$ cat config.mk
export PLATFORM = sky130hd
export DESIGN_NAME = ebr_bus_arbiter
export DESIGN_NICKNAME = d
export VERILOG_FILES = /design/src/ebr_pkg.sv /design/src/ebr_refresh_timer.sv /design/src/ebr_bus_arbiter.sv
export SDC_FILE = /design/constraint.sdc
export NUM_CORES = 1
export LEC_CHECK = 0
export BUFFER_PORTS_ARGS = -buffer_cell sky130_fd_sc_hd__buf_2
export CAP_MARGIN = 20
export CORE_UTILIZATION = 48
export CTS_BUF_LIST = sky130_fd_sc_hd__clkbuf_8 sky130_fd_sc_hd__clkbuf_16
export CTS_CLUSTER_DIAMETER = 120
export DETAILED_ROUTE_END_ITERATION = 8
export PLACE_DENSITY = 0.75
export SLEW_MARGIN = 30
export SYNTH_ARGS = -nofsm -noshare
export SYNTH_HDL_FRONTEND = slang
export SYNTH_HIERARCHICAL = 1
export SYNTH_SLANG_ARGS = --single-unit
$ cat constraint.sdc
create_clock -name ref_clk -period 3.7 [get_ports ref_clk]
set_input_delay 1.11 -clock ref_clk [delete_from_list [all_inputs] [get_ports ref_clk]]
set_output_delay 1.11 -clock ref_clk [all_outputs]
set_load 0.01 [all_outputs]
$ cat src/ebr_pkg.sv
`default_nettype none
package ebr_pkg;
    // ****************************************
    // Register map and field layout
    // ****************************************
    localparam int AW = 3;
    localparam int DW = 8;
    localparam logic [AW-1:0] A_REF_CTRL = 3'h0;
    localparam logic [AW-1:0] A_REF_CMP = 3'h1;
    localparam logic [AW-1:0] A_REF_CNT = 3'h2;
    localparam logic [AW-1:0] A_BUS_CTRL = 3'h3;
    localparam logic [AW-1:0] A_DRAM_CTRL = 3'h4;
    localparam logic [AW-1:0] A_STBY_CTRL = 3'h5;
    localparam logic [AW-1:0] A_STATUS = 3'h6;
    // refresh_control_reg
    localparam int F_CLK_SEL_LO = 0;
    localparam int F_CLK_SEL_MSB = 2;
    localparam int F_CONCUR = 3;
    localparam int F_SELF_SEL = 4;
    localparam int F_SELF_STAT = 5;
    // bus_control_reg
    localparam int F_IDLE_LEN = 0;
    localparam int F_IDLE_LO = 1;
    localparam int F_IDLE_HI = 2;
    localparam int F_DW_IDLE = 3;
    localparam int F_CANCEL_OE = 4;
    localparam int F_REL_EN = 5;
    // dram_access_control_reg and standby_control_reg
    localparam int F_SDR_IDLE = 0;
    localparam int F_PORT_EN = 0;
    localparam logic [DW-1:0] RST_REF_CTRL = 8'h00;
    localparam logic [DW-1:0] RST_BUS_CTRL = 8'h06;
    localparam logic [DW-1:0] RST_DRAM_CTRL = 8'h00;
    localparam logic [DW-1:0] RST_STBY_CTRL = 8'h01;
    localparam logic [DW-1:0] RST_CMP = 8'hff;
    // ****************************************
    // Spaces, timing and states
    // ****************************************
    localparam logic [1:0] SP_NORMAL = 2'h0;
    localparam logic [1:0] SP_DRAM = 2'h1;
    localparam logic [1:0] SP_SDRAM = 2'h2;
    localparam logic [2:0] IDLE_SHORT = 3'h1;
    localparam logic [2:0] IDLE_LONG = 3'h2;
    localparam logic [2:0] REFRESH_CYCLES = 3'h4;
    localparam int PRE_W = 12;
    typedef enum logic [2:0] {
        BS_IDLE, BS_GAP, BS_ACCESS, BS_RELEASED, BS_STANDBY
    } ebr_state_t;
endpackage
`default_nettype wire

$ cat src/ebr_refresh_timer.sv
`timescale 1ns/1ps
`default_nettype none
module ebr_refresh_timer #(
    parameter int CW = 8
) (
    input wire logic ref_clk, // System clock
    input wire logic srst, // Sync reset
    input wire logic [2:0] clk_sel, // Count rate, 0 stops
    input wire logic [CW-1:0] cmp, // Compare value
    input wire logic cnt_wr, // Software write of count
    input wire logic [CW-1:0] cnt_wdata, // Count write value
    output logic [CW-1:0] count, // Current count
    output logic match // One-cycle refresh request
);
    import ebr_pkg::*;

    logic [PRE_W-1:0] pre_reg;
    logic tick;

    // Divide ratio 2, 8, 32, 128, 512, 2048 or 4096 picked by the select field
    function automatic logic [PRE_W-1:0] div_mask(input logic [2:0] sel);
        logic [PRE_W-1:0] m;
        m = '0;
        case (sel)
            3'h1: m = 12'h001;
            3'h2: m = 12'h007;
            3'h3: m = 12'h01f;
            3'h4: m = 12'h07f;
            3'h5: m = 12'h1ff;
            3'h6: m = 12'h7ff;
            3'h7: m = 12'hfff;
            default: m = '0;
        endcase
        return m;
    endfunction

    always_ff @(posedge ref_clk) begin
        if (srst || clk_sel == 3'h0) begin
            pre_reg <= '0;
        end else begin
            pre_reg <= pre_reg + 1'b1;
        end
    end

    assign tick = (clk_sel != 3'h0) && ((pre_reg & div_mask(clk_sel)) == div_mask(clk_sel));

    always_ff @(posedge ref_clk) begin
        if (srst) begin
            count <= '0;
            match <= 1'b0;
        end else begin
            match <= 1'b0;
            if (cnt_wr) begin
                count <= cnt_wdata;
            end else if (tick) begin
                if (count == cmp) begin
                    count <= '0;
                    match <= 1'b1;
                end else begin
                    count <= count + 1'b1;
                end
            end
        end
    end
endmodule // ebr_refresh_timer
`default_nettype wire

$ cat src/ebr_bus_arbiter.sv
`timescale 1ns/1ps
`default_nettype none
// Summary of operation
// - Refresh counter runs upward once its clock select is non-zero.
// - Continuous SDRAM mode: no access overlaps refresh; concurrency option ignored.
// - Standby entry with self-refresh selected issues the self-refresh command.
// - Standby exit clears self-refresh status and leaves self-refresh.
// - Pending auto-refresh completes before self-refresh entry.
// - Idle cycle insertion is enabled after reset.
// - DRAM write then normal read inserts the programmed idle cycle.
// - SDRAM read idle follows its enable in continuous SDRAM mode, then condition and length.
// - Release only in expanded mode with release enable set.
// - On request, acknowledge goes low and bus drivers turn off.
// - While released, external accesses by internal masters wait.
// - While released, refresh and standby entry wait.
// - Cancel output goes low on pending work when enabled.
// - Request high ends release and raises acknowledge.
// - Release beats a simultaneous internal external access.
// - Refresh beats a simultaneous release request.
module ebr_bus_arbiter #(
    parameter int CW = 8
) (
    input wire logic ref_clk, // System clock
    input wire logic srst, // Sync reset
    input wire logic [ebr_pkg::AW-1:0] reg_addr, // Register index
    input wire logic [ebr_pkg::DW-1:0] reg_wdata, // Write data
    input wire logic reg_wr, // Write strobe
    input wire logic reg_rd, // Read strobe
    output logic [ebr_pkg::DW-1:0] reg_rdata, // Read data, next cycle
    input wire logic expanded_mode, // Externally expanded mode
    input wire logic sdram_cont_mode, // Continuous SDRAM space set
    input wire logic acc_req, // Internal external-access request
    input wire logic [1:0] acc_space, // Space of requested access
    input wire logic acc_write, // Requested access is a write
    input wire logic acc_done, // Granted access finished
    input wire logic standby_req, // Standby or clock-stop entry
    input wire logic standby_exit, // Standby wake-up
    input wire logic ext_bus_request_n, // Outside bus request
    output logic ext_bus_ack_n, // Bus acknowledge
    output logic bus_drive_en, // Address, data, control drive
    output logic release_cancel_request_n, // Cancel request out
    output logic acc_grant, // Access start pulse
    output logic idle_insert, // Idle cycle in progress
    output logic refresh_cmd, // Auto-refresh start pulse
    output logic self_refresh_cmd, // Self-refresh entry pulse
    output logic self_exit_cmd, // Self-refresh exit pulse
    output logic standby_ack, // Standby entered
    output logic standby_port_en // Port output enable in standby
);
    import ebr_pkg::*;

    // ****************************************
    // Registers
    // ****************************************
    logic [DW-1:0] ref_ctrl_reg, bus_ctrl_reg, dram_ctrl_reg, stby_ctrl_reg;
    logic [CW-1:0] cmp_reg;
    logic [CW-1:0] cnt_val;
    logic ref_match, self_stat_reg, refresh_pend_reg;
    logic [2:0] ref_busy_reg, gap_reg, gap_len;
    ebr_state_t state_reg, state_next;
    logic last_valid_reg, last_write_reg;
    logic [1:0] last_space_reg, cur_space_reg;
    logic release_ok, concur_ok, ref_start, acc_ok;

    always_ff @(posedge ref_clk) begin
        if (srst) begin
            ref_ctrl_reg <= RST_REF_CTRL;
            bus_ctrl_reg <= RST_BUS_CTRL;
            dram_ctrl_reg <= RST_DRAM_CTRL;
            stby_ctrl_reg <= RST_STBY_CTRL;
            cmp_reg <= CW'(RST_CMP);
        end else if (reg_wr) begin
            if (reg_addr == A_REF_CTRL) begin
                ref_ctrl_reg <= reg_wdata;
            end else if (reg_addr == A_REF_CMP) begin
                cmp_reg <= CW'(reg_wdata);
            end else if (reg_addr == A_BUS_CTRL) begin
                bus_ctrl_reg <= reg_wdata;
            end else if (reg_addr == A_DRAM_CTRL) begin
                dram_ctrl_reg <= reg_wdata;
            end else if (reg_addr == A_STBY_CTRL) begin
                stby_ctrl_reg <= reg_wdata;
            end
        end
    end

    always_ff @(posedge ref_clk) begin
        if (srst) begin
            reg_rdata <= '0;
        end else if (reg_rd) begin
            if (reg_addr == A_REF_CTRL) begin
                reg_rdata <= {ref_ctrl_reg[DW-1:F_SELF_STAT+1], self_stat_reg, ref_ctrl_reg[F_SELF_STAT-1:0]};
            end else if (reg_addr == A_REF_CMP) begin
                reg_rdata <= DW'(cmp_reg);
            end else if (reg_addr == A_REF_CNT) begin
                reg_rdata <= DW'(cnt_val);
            end else if (reg_addr == A_BUS_CTRL) begin
                reg_rdata <= bus_ctrl_reg;
            end else if (reg_addr == A_DRAM_CTRL) begin
                reg_rdata <= dram_ctrl_reg;
            end else if (reg_addr == A_STBY_CTRL) begin
                reg_rdata <= stby_ctrl_reg;
            end else if (reg_addr == A_STATUS) begin
                reg_rdata <= {2'h0, state_reg, (ref_busy_reg != 3'h0), refresh_pend_reg, self_stat_reg};
            end else begin
                reg_rdata <= '0;
            end
        end
    end

    // ****************************************
    // Refresh timing
    // ****************************************
    ebr_refresh_timer #(.CW(CW)) u_timer (
        .ref_clk(ref_clk),
        .srst(srst),
        .clk_sel(ref_ctrl_reg[F_CLK_SEL_MSB:F_CLK_SEL_LO]),
        .cmp(cmp_reg),
        .cnt_wr(reg_wr && reg_addr == A_REF_CNT),
        .cnt_wdata(CW'(reg_wdata)),
        .count(cnt_val),
        .match(ref_match)
    );

    // Concurrency option only counts outside continuous SDRAM mode
    assign concur_ok = ref_ctrl_reg[F_CONCUR] && !sdram_cont_mode;
    assign release_ok = expanded_mode && bus_ctrl_reg[F_REL_EN];
    // Refresh never starts while released or in standby
    assign ref_start = refresh_pend_reg && ref_busy_reg == 3'h0
        && (state_reg == BS_IDLE
        || (state_reg == BS_ACCESS && concur_ok && cur_space_reg == SP_NORMAL));
    assign acc_ok = ref_busy_reg == 3'h0 || (concur_ok && acc_space == SP_NORMAL);

    always_ff @(posedge ref_clk) begin
        if (srst) begin
            refresh_pend_reg <= 1'b0;
        end else if (ref_match) begin // Set wins over the start-clear
            refresh_pend_reg <= 1'b1;
        end else if (ref_start) begin
            refresh_pend_reg <= 1'b0;
        end
    end

    always_ff @(posedge ref_clk) begin
        if (srst) begin
            ref_busy_reg <= '0;
            refresh_cmd <= 1'b0;
        end else begin
            refresh_cmd <= ref_start;
            if (ref_start) begin
                ref_busy_reg <= REFRESH_CYCLES;
            end else if (ref_busy_reg != 3'h0) begin
                ref_busy_reg <= ref_busy_reg - 1'b1;
            end
        end
    end

    // ****************************************
    // Idle cycle decision
    // ****************************************
    function automatic logic [2:0] idle_need(input logic lv, input logic lw, input logic [1:0] ls,
        input logic nw, input logic [1:0] ns, input logic [DW-1:0] bc, input logic sdr_en, input logic cm);
        logic [2:0] len;
        len = bc[F_IDLE_LEN] ? IDLE_LONG : IDLE_SHORT;
        if (!lv) begin
            return 3'h0;
        end else if (lw && ls == SP_DRAM && !nw && ns == SP_NORMAL) begin
            return bc[F_DW_IDLE] ? len : 3'h0;
        end else if (lw) begin
            return 3'h0;
        end else if (ls == SP_SDRAM && cm && !sdr_en) begin
            return 3'h0;
        end else if ((bc[F_IDLE_LO] && ls != ns) || (bc[F_IDLE_HI] && ls == ns)) begin
            return len;
        end
        return 3'h0;
    endfunction

    assign gap_len = idle_need(last_valid_reg, last_write_reg, last_space_reg, acc_write, acc_space,
        bus_ctrl_reg, dram_ctrl_reg[F_SDR_IDLE], sdram_cont_mode);

    // ****************************************
    // Bus state machine
    // ****************************************
    always_comb begin
        state_next = state_reg;
        case (state_reg)
            BS_IDLE: begin
                if (refresh_pend_reg) begin
                    state_next = BS_IDLE;
                end else if (release_ok && !ext_bus_request_n && ref_busy_reg == 3'h0) begin
                    state_next = BS_RELEASED;
                end else if (standby_req && ref_busy_reg == 3'h0) begin
                    state_next = BS_STANDBY;
                end else if (acc_req && acc_ok) begin
                    state_next = (gap_len != 3'h0) ? BS_GAP : BS_ACCESS;
                end
            end
            BS_GAP: begin
                if (gap_reg == 3'h1) begin
                    state_next = BS_ACCESS;
                end
            end
            BS_ACCESS: begin
                if (acc_done) begin
                    state_next = BS_IDLE;
                end
            end
            BS_RELEASED: begin
                if (ext_bus_request_n) begin
                    state_next = BS_IDLE;
                end
            end
            BS_STANDBY: begin
                if (standby_exit) begin
                    state_next = BS_IDLE;
                end
            end
            default: state_next = BS_IDLE;
        endcase
    end

    always_ff @(posedge ref_clk) begin
        if (srst) begin
            state_reg <= BS_IDLE;
        end else begin
            state_reg <= state_next;
        end
    end

    always_ff @(posedge ref_clk) begin
        if (srst) begin
            gap_reg <= '0;
        end else if (state_reg == BS_IDLE && state_next == BS_GAP) begin
            gap_reg <= gap_len;
        end else if (gap_reg != 3'h0) begin
            gap_reg <= gap_reg - 1'b1;
        end
    end

    // Access history feeds the idle decision for the next access
    always_ff @(posedge ref_clk) begin
        if (srst) begin
            last_valid_reg <= 1'b0;
            last_write_reg <= 1'b0;
            last_space_reg <= SP_NORMAL;
            cur_space_reg <= SP_NORMAL;
        end else if (state_next == BS_ACCESS && state_reg != BS_ACCESS) begin
            last_valid_reg <= 1'b1;
            last_write_reg <= acc_write;
            last_space_reg <= acc_space;
            cur_space_reg <= acc_space;
        end
    end

    // ****************************************
    // Pin and command outputs
    // ****************************************
    always_ff @(posedge ref_clk) begin
        if (srst) begin
            ext_bus_ack_n <= 1'b1;
            bus_drive_en <= 1'b1;
            release_cancel_request_n <= 1'b1;
            acc_grant <= 1'b0;
            idle_insert <= 1'b0;
        end else begin
            ext_bus_ack_n <= state_next != BS_RELEASED;
            bus_drive_en <= state_next != BS_RELEASED;
            release_cancel_request_n <= !(state_reg == BS_RELEASED && bus_ctrl_reg[F_CANCEL_OE]
                && (acc_req || refresh_pend_reg || standby_req));
            acc_grant <= state_next == BS_ACCESS && state_reg != BS_ACCESS;
            idle_insert <= state_next == BS_GAP;
        end
    end

    always_ff @(posedge ref_clk) begin
        if (srst) begin
            self_refresh_cmd <= 1'b0;
            self_exit_cmd <= 1'b0;
            self_stat_reg <= 1'b0;
            standby_ack <= 1'b0;
            standby_port_en <= 1'b1;
        end else begin
            // Port enable must stay set while self-refresh is in use
            standby_port_en <= stby_ctrl_reg[F_PORT_EN];
            standby_ack <= state_next == BS_STANDBY;
            self_refresh_cmd <= 1'b0;
            self_exit_cmd <= 1'b0;
            if (state_reg == BS_IDLE && state_next == BS_STANDBY && ref_ctrl_reg[F_SELF_SEL]) begin
                self_refresh_cmd <= 1'b1;
                self_stat_reg <= 1'b1;
            end else if (state_reg == BS_STANDBY && state_next == BS_IDLE) begin
                self_exit_cmd <= self_stat_reg;
                self_stat_reg <= 1'b0;
            end
        end
    end
endmodule // ebr_bus_arbiter
`default_nettype wire

* After elaboration in Yosys (flattened, before gate mapping)
Cells that the tools add are included.
Storage, ports and cells: word-level logic and storage cells 173, ROM bits 0, memory bits (writable) 0, latch bits 0, input bits 25, memories kept 0, register bits after elaboration 93, output and inout port bits 18
Operators by class: shift-type cells 0, magnitude comparators 0, add/subtract/negate cells 4, multiply operators 0, multiplexer cells 44, bitwise logic cells 7, reductions and logical operators 62, divide/modulo/power cells 0, equality and inequality tests 29
Operators with widths (count):
- case mux 12 bit (7 select lines) | 1
- two-way mux 8 bit | 9
- two-way mux 3 bit | 18
- == test 3 bit (second input constant) | 9
- logical AND 1 bit | 27
- == test 3 x 2 -> 1 bit (second input constant) | 7
- == test 3 x 1 -> 1 bit (second input constant) | 5
- zero test 3 bit | 5
- case mux 3 bit (5 select lines) | 1
- adder 12 x 1 -> 12 bit (second input constant) | 1
- AND 12 bit | 1
- == test 12 bit | 1
- nonzero test 3 bit | 4
- two-way mux 1 bit | 11
- nonzero test 2 bit | 5
- adder 8 x 1 -> 8 bit (second input constant) | 1
- == test 8 bit | 1
- logical OR 1 bit | 6
- two-way mux 2 bit | 3
- two-way mux 6 bit | 1
- != test 3 x 2 -> 1 bit (second input constant) | 2
- inverter 1 bit | 6
- AND reduction 6 bit | 1
- OR reduction 3 bit | 2
- 12 further kinds | 18

* Longest topological paths before layout
word-level depth 20, mapped depth 10

* Cells and area by module
The synthesis kept the hierarchy.
Modules (own cells, without submodules):
- ebr_bus_arbiter | area each 3518.4 µm², sequential area each 1421.4 µm², times used 1, cells each 410
- ebr_refresh_timer | area each 1239.9 µm², sequential area each 420.4 µm², times used 1, cells each 145

* Least setup slack after synthesis
Ideal clock, no wire load.
path kind input -> register, from in acc_space[0], to reg last_valid_reg, setup time 0.115 ns, setup slack 1.033 ns, data arrival time 2.553 ns, stages 6, required time 3.585 ns, path buffers 0, path through nor4b_2 -> o21ai_0 -> mux2_2 -> and3_4 -> o2111a_2 -> o21a_1
Between the ends: longest elaborated chain between the ends 18, elaborated cells on any way between the ends 27, classes of those cells 3 x eq/ne; 14 x mux; 10 x reduce/logical
RTL lines:
- from (decl) | line ebr_bus_arbiter.sv:33 | input wire logic [1:0] acc_space,
- != test 2 bit or == test 2 bit (tied branches) | line ebr_bus_arbiter.sv:173 | end else if ((bc[F_IDLE_LO] && ls != ns) || (bc[F_IDLE_HI] && ls == ns)) begin
- logical AND 1 bit | line ebr_bus_arbiter.sv:173
- logical OR 1 bit | line ebr_bus_arbiter.sv:173
- two-way mux 1 bit | line ebr_bus_arbiter.sv:173
- two-way mux 1 bit | line ebr_bus_arbiter.sv:171 | end else if (ls == SP_SDRAM && cm && !sdr_en) begin
- two-way mux 1 bit | line ebr_bus_arbiter.sv:169 | end else if (lw) begin
- two-way mux 1 bit | line ebr_bus_arbiter.sv:167 | end else if (lw && ls == SP_DRAM && !nw && ns == SP_NORMAL) begin
- two-way mux 1 bit | line ebr_bus_arbiter.sv:165 | if (!lv) begin
- (+2 left out)
- two-way mux 2 bit | line ebr_bus_arbiter.sv:196 | state_next = (gap_len != 3'h0) ? BS_GAP : BS_ACCESS;
- two-way mux 3 bit * | line ebr_bus_arbiter.sv:195 | end else if (acc_req && acc_ok) begin
- two-way mux 3 bit * | line ebr_bus_arbiter.sv:193 | end else if (standby_req && ref_busy_reg == 3'h0) begin
- two-way mux 3 bit * | line ebr_bus_arbiter.sv:191 | end else if (release_ok && !ext_bus_request_n && ref_busy_reg == 3'h0) begin
- two-way mux 3 bit * | line ebr_bus_arbiter.sv:189 | if (refresh_pend_reg) begin
- case mux 3 bit (5 select lines) * | line ebr_bus_arbiter.sv:187 | case (state_reg)
- == test 3 x 2 -> 1 bit * | line ebr_bus_arbiter.sv:248 | end else if (state_next == BS_ACCESS && state_reg != BS_ACCESS) begin
- logical AND 1 bit * | line ebr_bus_arbiter.sv:248
- to (signal assigned) | line ebr_bus_arbiter.sv:244 | last_valid_reg <= 1'b0;
- to (signal assigned) | line ebr_bus_arbiter.sv:249 | last_valid_reg <= 1'b1;
- to (decl) | line ebr_bus_arbiter.sv:61 | logic last_valid_reg, last_write_reg;
Every way passes the cells marked *; elsewhere a longest branch is shown, timed or not. A chain may end at the register's enable or synchronous reset.

* Worst setup path in the final report
from in acc_space[0], to reg gap_reg[1]
Between the ends: longest elaborated chain between the ends 19, elaborated cells on any way between the ends 29, classes of those cells 3 x eq/ne; 15 x mux; 11 x reduce/logical
RTL lines:
- != test 2 bit or == test 2 bit (tied branches) | line ebr_bus_arbiter.sv:173
- logical AND 1 bit | line ebr_bus_arbiter.sv:173
- logical OR 1 bit | line ebr_bus_arbiter.sv:173
- two-way mux 1 bit | line ebr_bus_arbiter.sv:173
- two-way mux 1 bit | line ebr_bus_arbiter.sv:171
- two-way mux 1 bit | line ebr_bus_arbiter.sv:169
- two-way mux 1 bit | line ebr_bus_arbiter.sv:167
- two-way mux 1 bit | line ebr_bus_arbiter.sv:165
- (+3 left out)
- two-way mux 3 bit | line ebr_bus_arbiter.sv:195
- two-way mux 3 bit | line ebr_bus_arbiter.sv:193
- two-way mux 3 bit | line ebr_bus_arbiter.sv:191
- two-way mux 3 bit | line ebr_bus_arbiter.sv:189
- case mux 3 bit (5 select lines) | line ebr_bus_arbiter.sv:187
- == test 3 x 1 -> 1 bit | line ebr_bus_arbiter.sv:234 | end else if (state_reg == BS_IDLE && state_next == BS_GAP) begin
- logical AND 1 bit | line ebr_bus_arbiter.sv:234
- two-way mux 3 bit or nonzero test 2 bit (tied branches)
- to (signal assigned) | line ebr_bus_arbiter.sv:235 | gap_reg <= gap_len;
- to (signal assigned) | line ebr_bus_arbiter.sv:237 | gap_reg <= gap_reg - 1'b1;
- to (decl) | line ebr_bus_arbiter.sv:59 | logic [2:0] ref_busy_reg, gap_reg, gap_len;
Parallel ways exist; a longest one is shown, timed or not.

==> qor.yml <==
yosys:
  ys_types: 75
  syn-instance-count: 555
  async_reset_ff_share_pct: 0
  synth.net_count: 588
  yosysWarnings: 6
  ys_seq_area_share_pct: 38.7
  synth_area_mm2: 0.00476
  ys_ff_latch: 92
  syn_avg_cell_area_um2: 8.57
  synth_edf_count: 0
  synth_top_flop_cell: "dfxtp_1"
cts:
  cts_buffers: 9
  clk_pin_slew_ns: 0.10
  cts.path.max_buffers: 2
  clockRootBuffer: "clkbuf_8"
  cts_resized: 0
  cts_setup_buffers: 0
  clock_latency_ns: 0.37
  cts_sinks: 92
  cts_tree: "yes"
  h-tree-depth: 3
  holdBufCountCts: 0
worst_setup_path:
  worstSetupPathType: "in2reg"
  crit_arrival_ns: 2.96
  crit_family: "compound AO/OA/AOI/OAI gates"
  cp-end-kind: "register"
  cp_max_fo: 6
  path_buf_inv: 1
  start_kind: "input port"
  max_stage_delay_ns: 0.50
  cp_common_cell: "o21ai_0"
  slowest_stage: "o32ai_1"
  cp_data_required_time_ns: 3.99
  worstPathCellList: "buf_2 > nor4b_2 > o21ai_0 > o32ai_1 > o211a_1 > o21ai_0 > a211oi_1"
power_and_ir_drop:
  leakagePower_nw: 1.92
  irDropWorstVdd_mv: 0.243
  power_density_mw_per_mm2: 496
sta:
  hold_viol_final: 0
  relSlewSlack_pct: 41.6
  holdWs_ns: 0.443
  period_needed_ns: 2.67
  setup_tns_ns: 0
  setup_viol: 0
  slew_viol_final: 0
  fin_worst_skew_ns: 0.0191
  tightest_slew_ns: 0.871
  fmax_ghz: 0.375
  fin_crit_sh_pct: 72.1
  rsz0062_at_grt: "false"
cells_and_area:
  final_cell_mix: "dfxtp_1, nand2_1, nor2_1, a21oi_1, buf_2"
  largest_reg_flops: 12
  drive_gt1_share_pct: 15.4
  final_common_cell: "dfxtp_1"
  antennaDiodeCount: 0
  final_cells: 715
  nNetsFinal: 614
  area_growth_pct: 10.2
die:
  die_w_um: 102
  io_pins: 43
  die_area_mm2: 0.0103
  core_area_mm2: 0.00942
  start_util_pct: 50.5
  fp-row-count: 35
  die_height_um: 102
placed_design:
  port_buffers: 42
  place_inst: 699
  dp_hpwl_mm: 8.47
  place_congestion: 0.945
grt:
  grt_usage_pct: 24.5
  grt.busiest_layer: "met2"
  grt.overflow.total: 0
  antenna_found_initial: 0
  grt_pass1_wl_mm: 19.8
  grt_util_met2_pct: 40.2
  grt_pass1_vias: 3986
  grt_max_degree: 35
  grt_util_met3_pct: 4.76
  grtUsageMet1_pct: 32.1
detailed_routing:
  viasPerCell: 6.02
  firstDrtPassIters: 5
  drt_iter0_drc: 246
  drc_errors: 0
  wl_per_cell_um: 16.8
  drtAntennaViolNets: 0
  via_count: 4307
  wl_mm: 12.0
run_status:
  status: "finished clean"
hold_path:
  hold_class: "reg2reg"
run:
  cap_violations: 0
## cell type report
class / instances / area, um^2
inverter: 15 / 56.3
sequential: 92 / 1840
multi-input combinational: 418 / 2740
timing repair buffer: 45 / 233
clock inverter: 6 / 76.3
tap: 129 / 161
fill: 874 / 4170
clock buffer: 10 / 138
## worst paths after layout
| kind | start | end | slack (ns) | cells after the start |
|---|---|---|---|---|
| setup / recovery | acc_space[0] | gap_reg[1] | 1.03 | 7 |
| setup reg to reg | ref_busy_reg[0] | gap_reg[1] | 1.07 | 9 |
| hold reg to reg | u_timer/match | refresh_pend_reg | 0.44 | 2 |
| hold / removal | u_timer/match | refresh_pend_reg | 0.44 | 2 |
## cell usage after synthesis (3+ instances only)
master | count | area share [%]
clkbuf_1 | 21 | 1.7
nor4_1 | 4 | 0.53
mux2i_1 | 38 | 8.0
and3_1 | 6 | 0.79
or3_1 | 3 | 0.39
o211ai_1 | 6 | 0.95
xor2_1 | 14 | 2.6
nor2b_1 | 7 | 0.92
buf_2 | 6 | 0.63
nand3_1 | 10 | 1.1
xnor2_1 | 4 | 0.74
nand2_1 | 85 | 6.7
a31oi_1 | 4 | 0.53
a21oi_1 | 47 | 4.9
nor3b_1 | 3 | 0.47
o32a_1 | 3 | 0.63
o2bb2ai_1 | 3 | 0.55
o21ai_0 | 12 | 1.3
dfxtp_1 | 92 | 39
a211oi_1 | 9 | 1.4
nor2_1 | 49 | 3.9
ha_1 | 8 | 2.1
or2_2 | 5 | 0.66
o221ai_1 | 3 | 0.55
o31ai_1 | 3 | 0.47
nand2b_1 | 17 | 2.2
nor3_1 | 5 | 0.53
nand4_1 | 10 | 1.3
and4b_1 | 4 | 0.84
inv_1 | 15 | 1.2
## logic make-up after synthesis
logic type               after synthesis  synth area share [%]
AO/OA/AOI/OAI                        126                  19.1
buffers and inverters                 45                  3.79
adder cells (fa/ha/maj)                8                  2.10
flip-flops                            92                  38.7
XOR/XNOR                              18                  3.31
multiplexers                          41                  9.18
AND/OR/NAND/NOR                      225                  23.8
## tightest hold or removal path, cell delays in order (launching register included)
cell and delay, ns:
dfxtp_1 0.31, a21oi_1 0.03, nor2_1 0.07
## report_power, final
part,internal (mW),total (mW),switching [mW]
registers,1.07,1.17,0.101
clock network,0.346,0.738,0.392
logic,0.296,0.692,0.396
total,1.71,2.60,0.889
## metrics by stage
stage | setup slack [ns] | power (mW) | instance area (um^2) | util (%)
floorplan | 1.03 | 1.70 | 4760 | -
global placement | 0.582 | 1.85 | 5030 | 53.4
detailed placement | 0.490 | 1.88 | 5030 | 53.4
CTS | 0.854 | 2.61 | 5240 | 55.7
global route | 0.881 | 2.73 | 5250 | 55.7
finish | 1.03 | 2.60 | 5250 | 55.7
## metal layers
layer	vias up	share of wire [%]
met5	-	0
met4	0	1.7
met3	24	7.1
met2	183	48
met1	2050	44
li1	2050	-
Note: power is estimated with default switching activity, not from simulation.
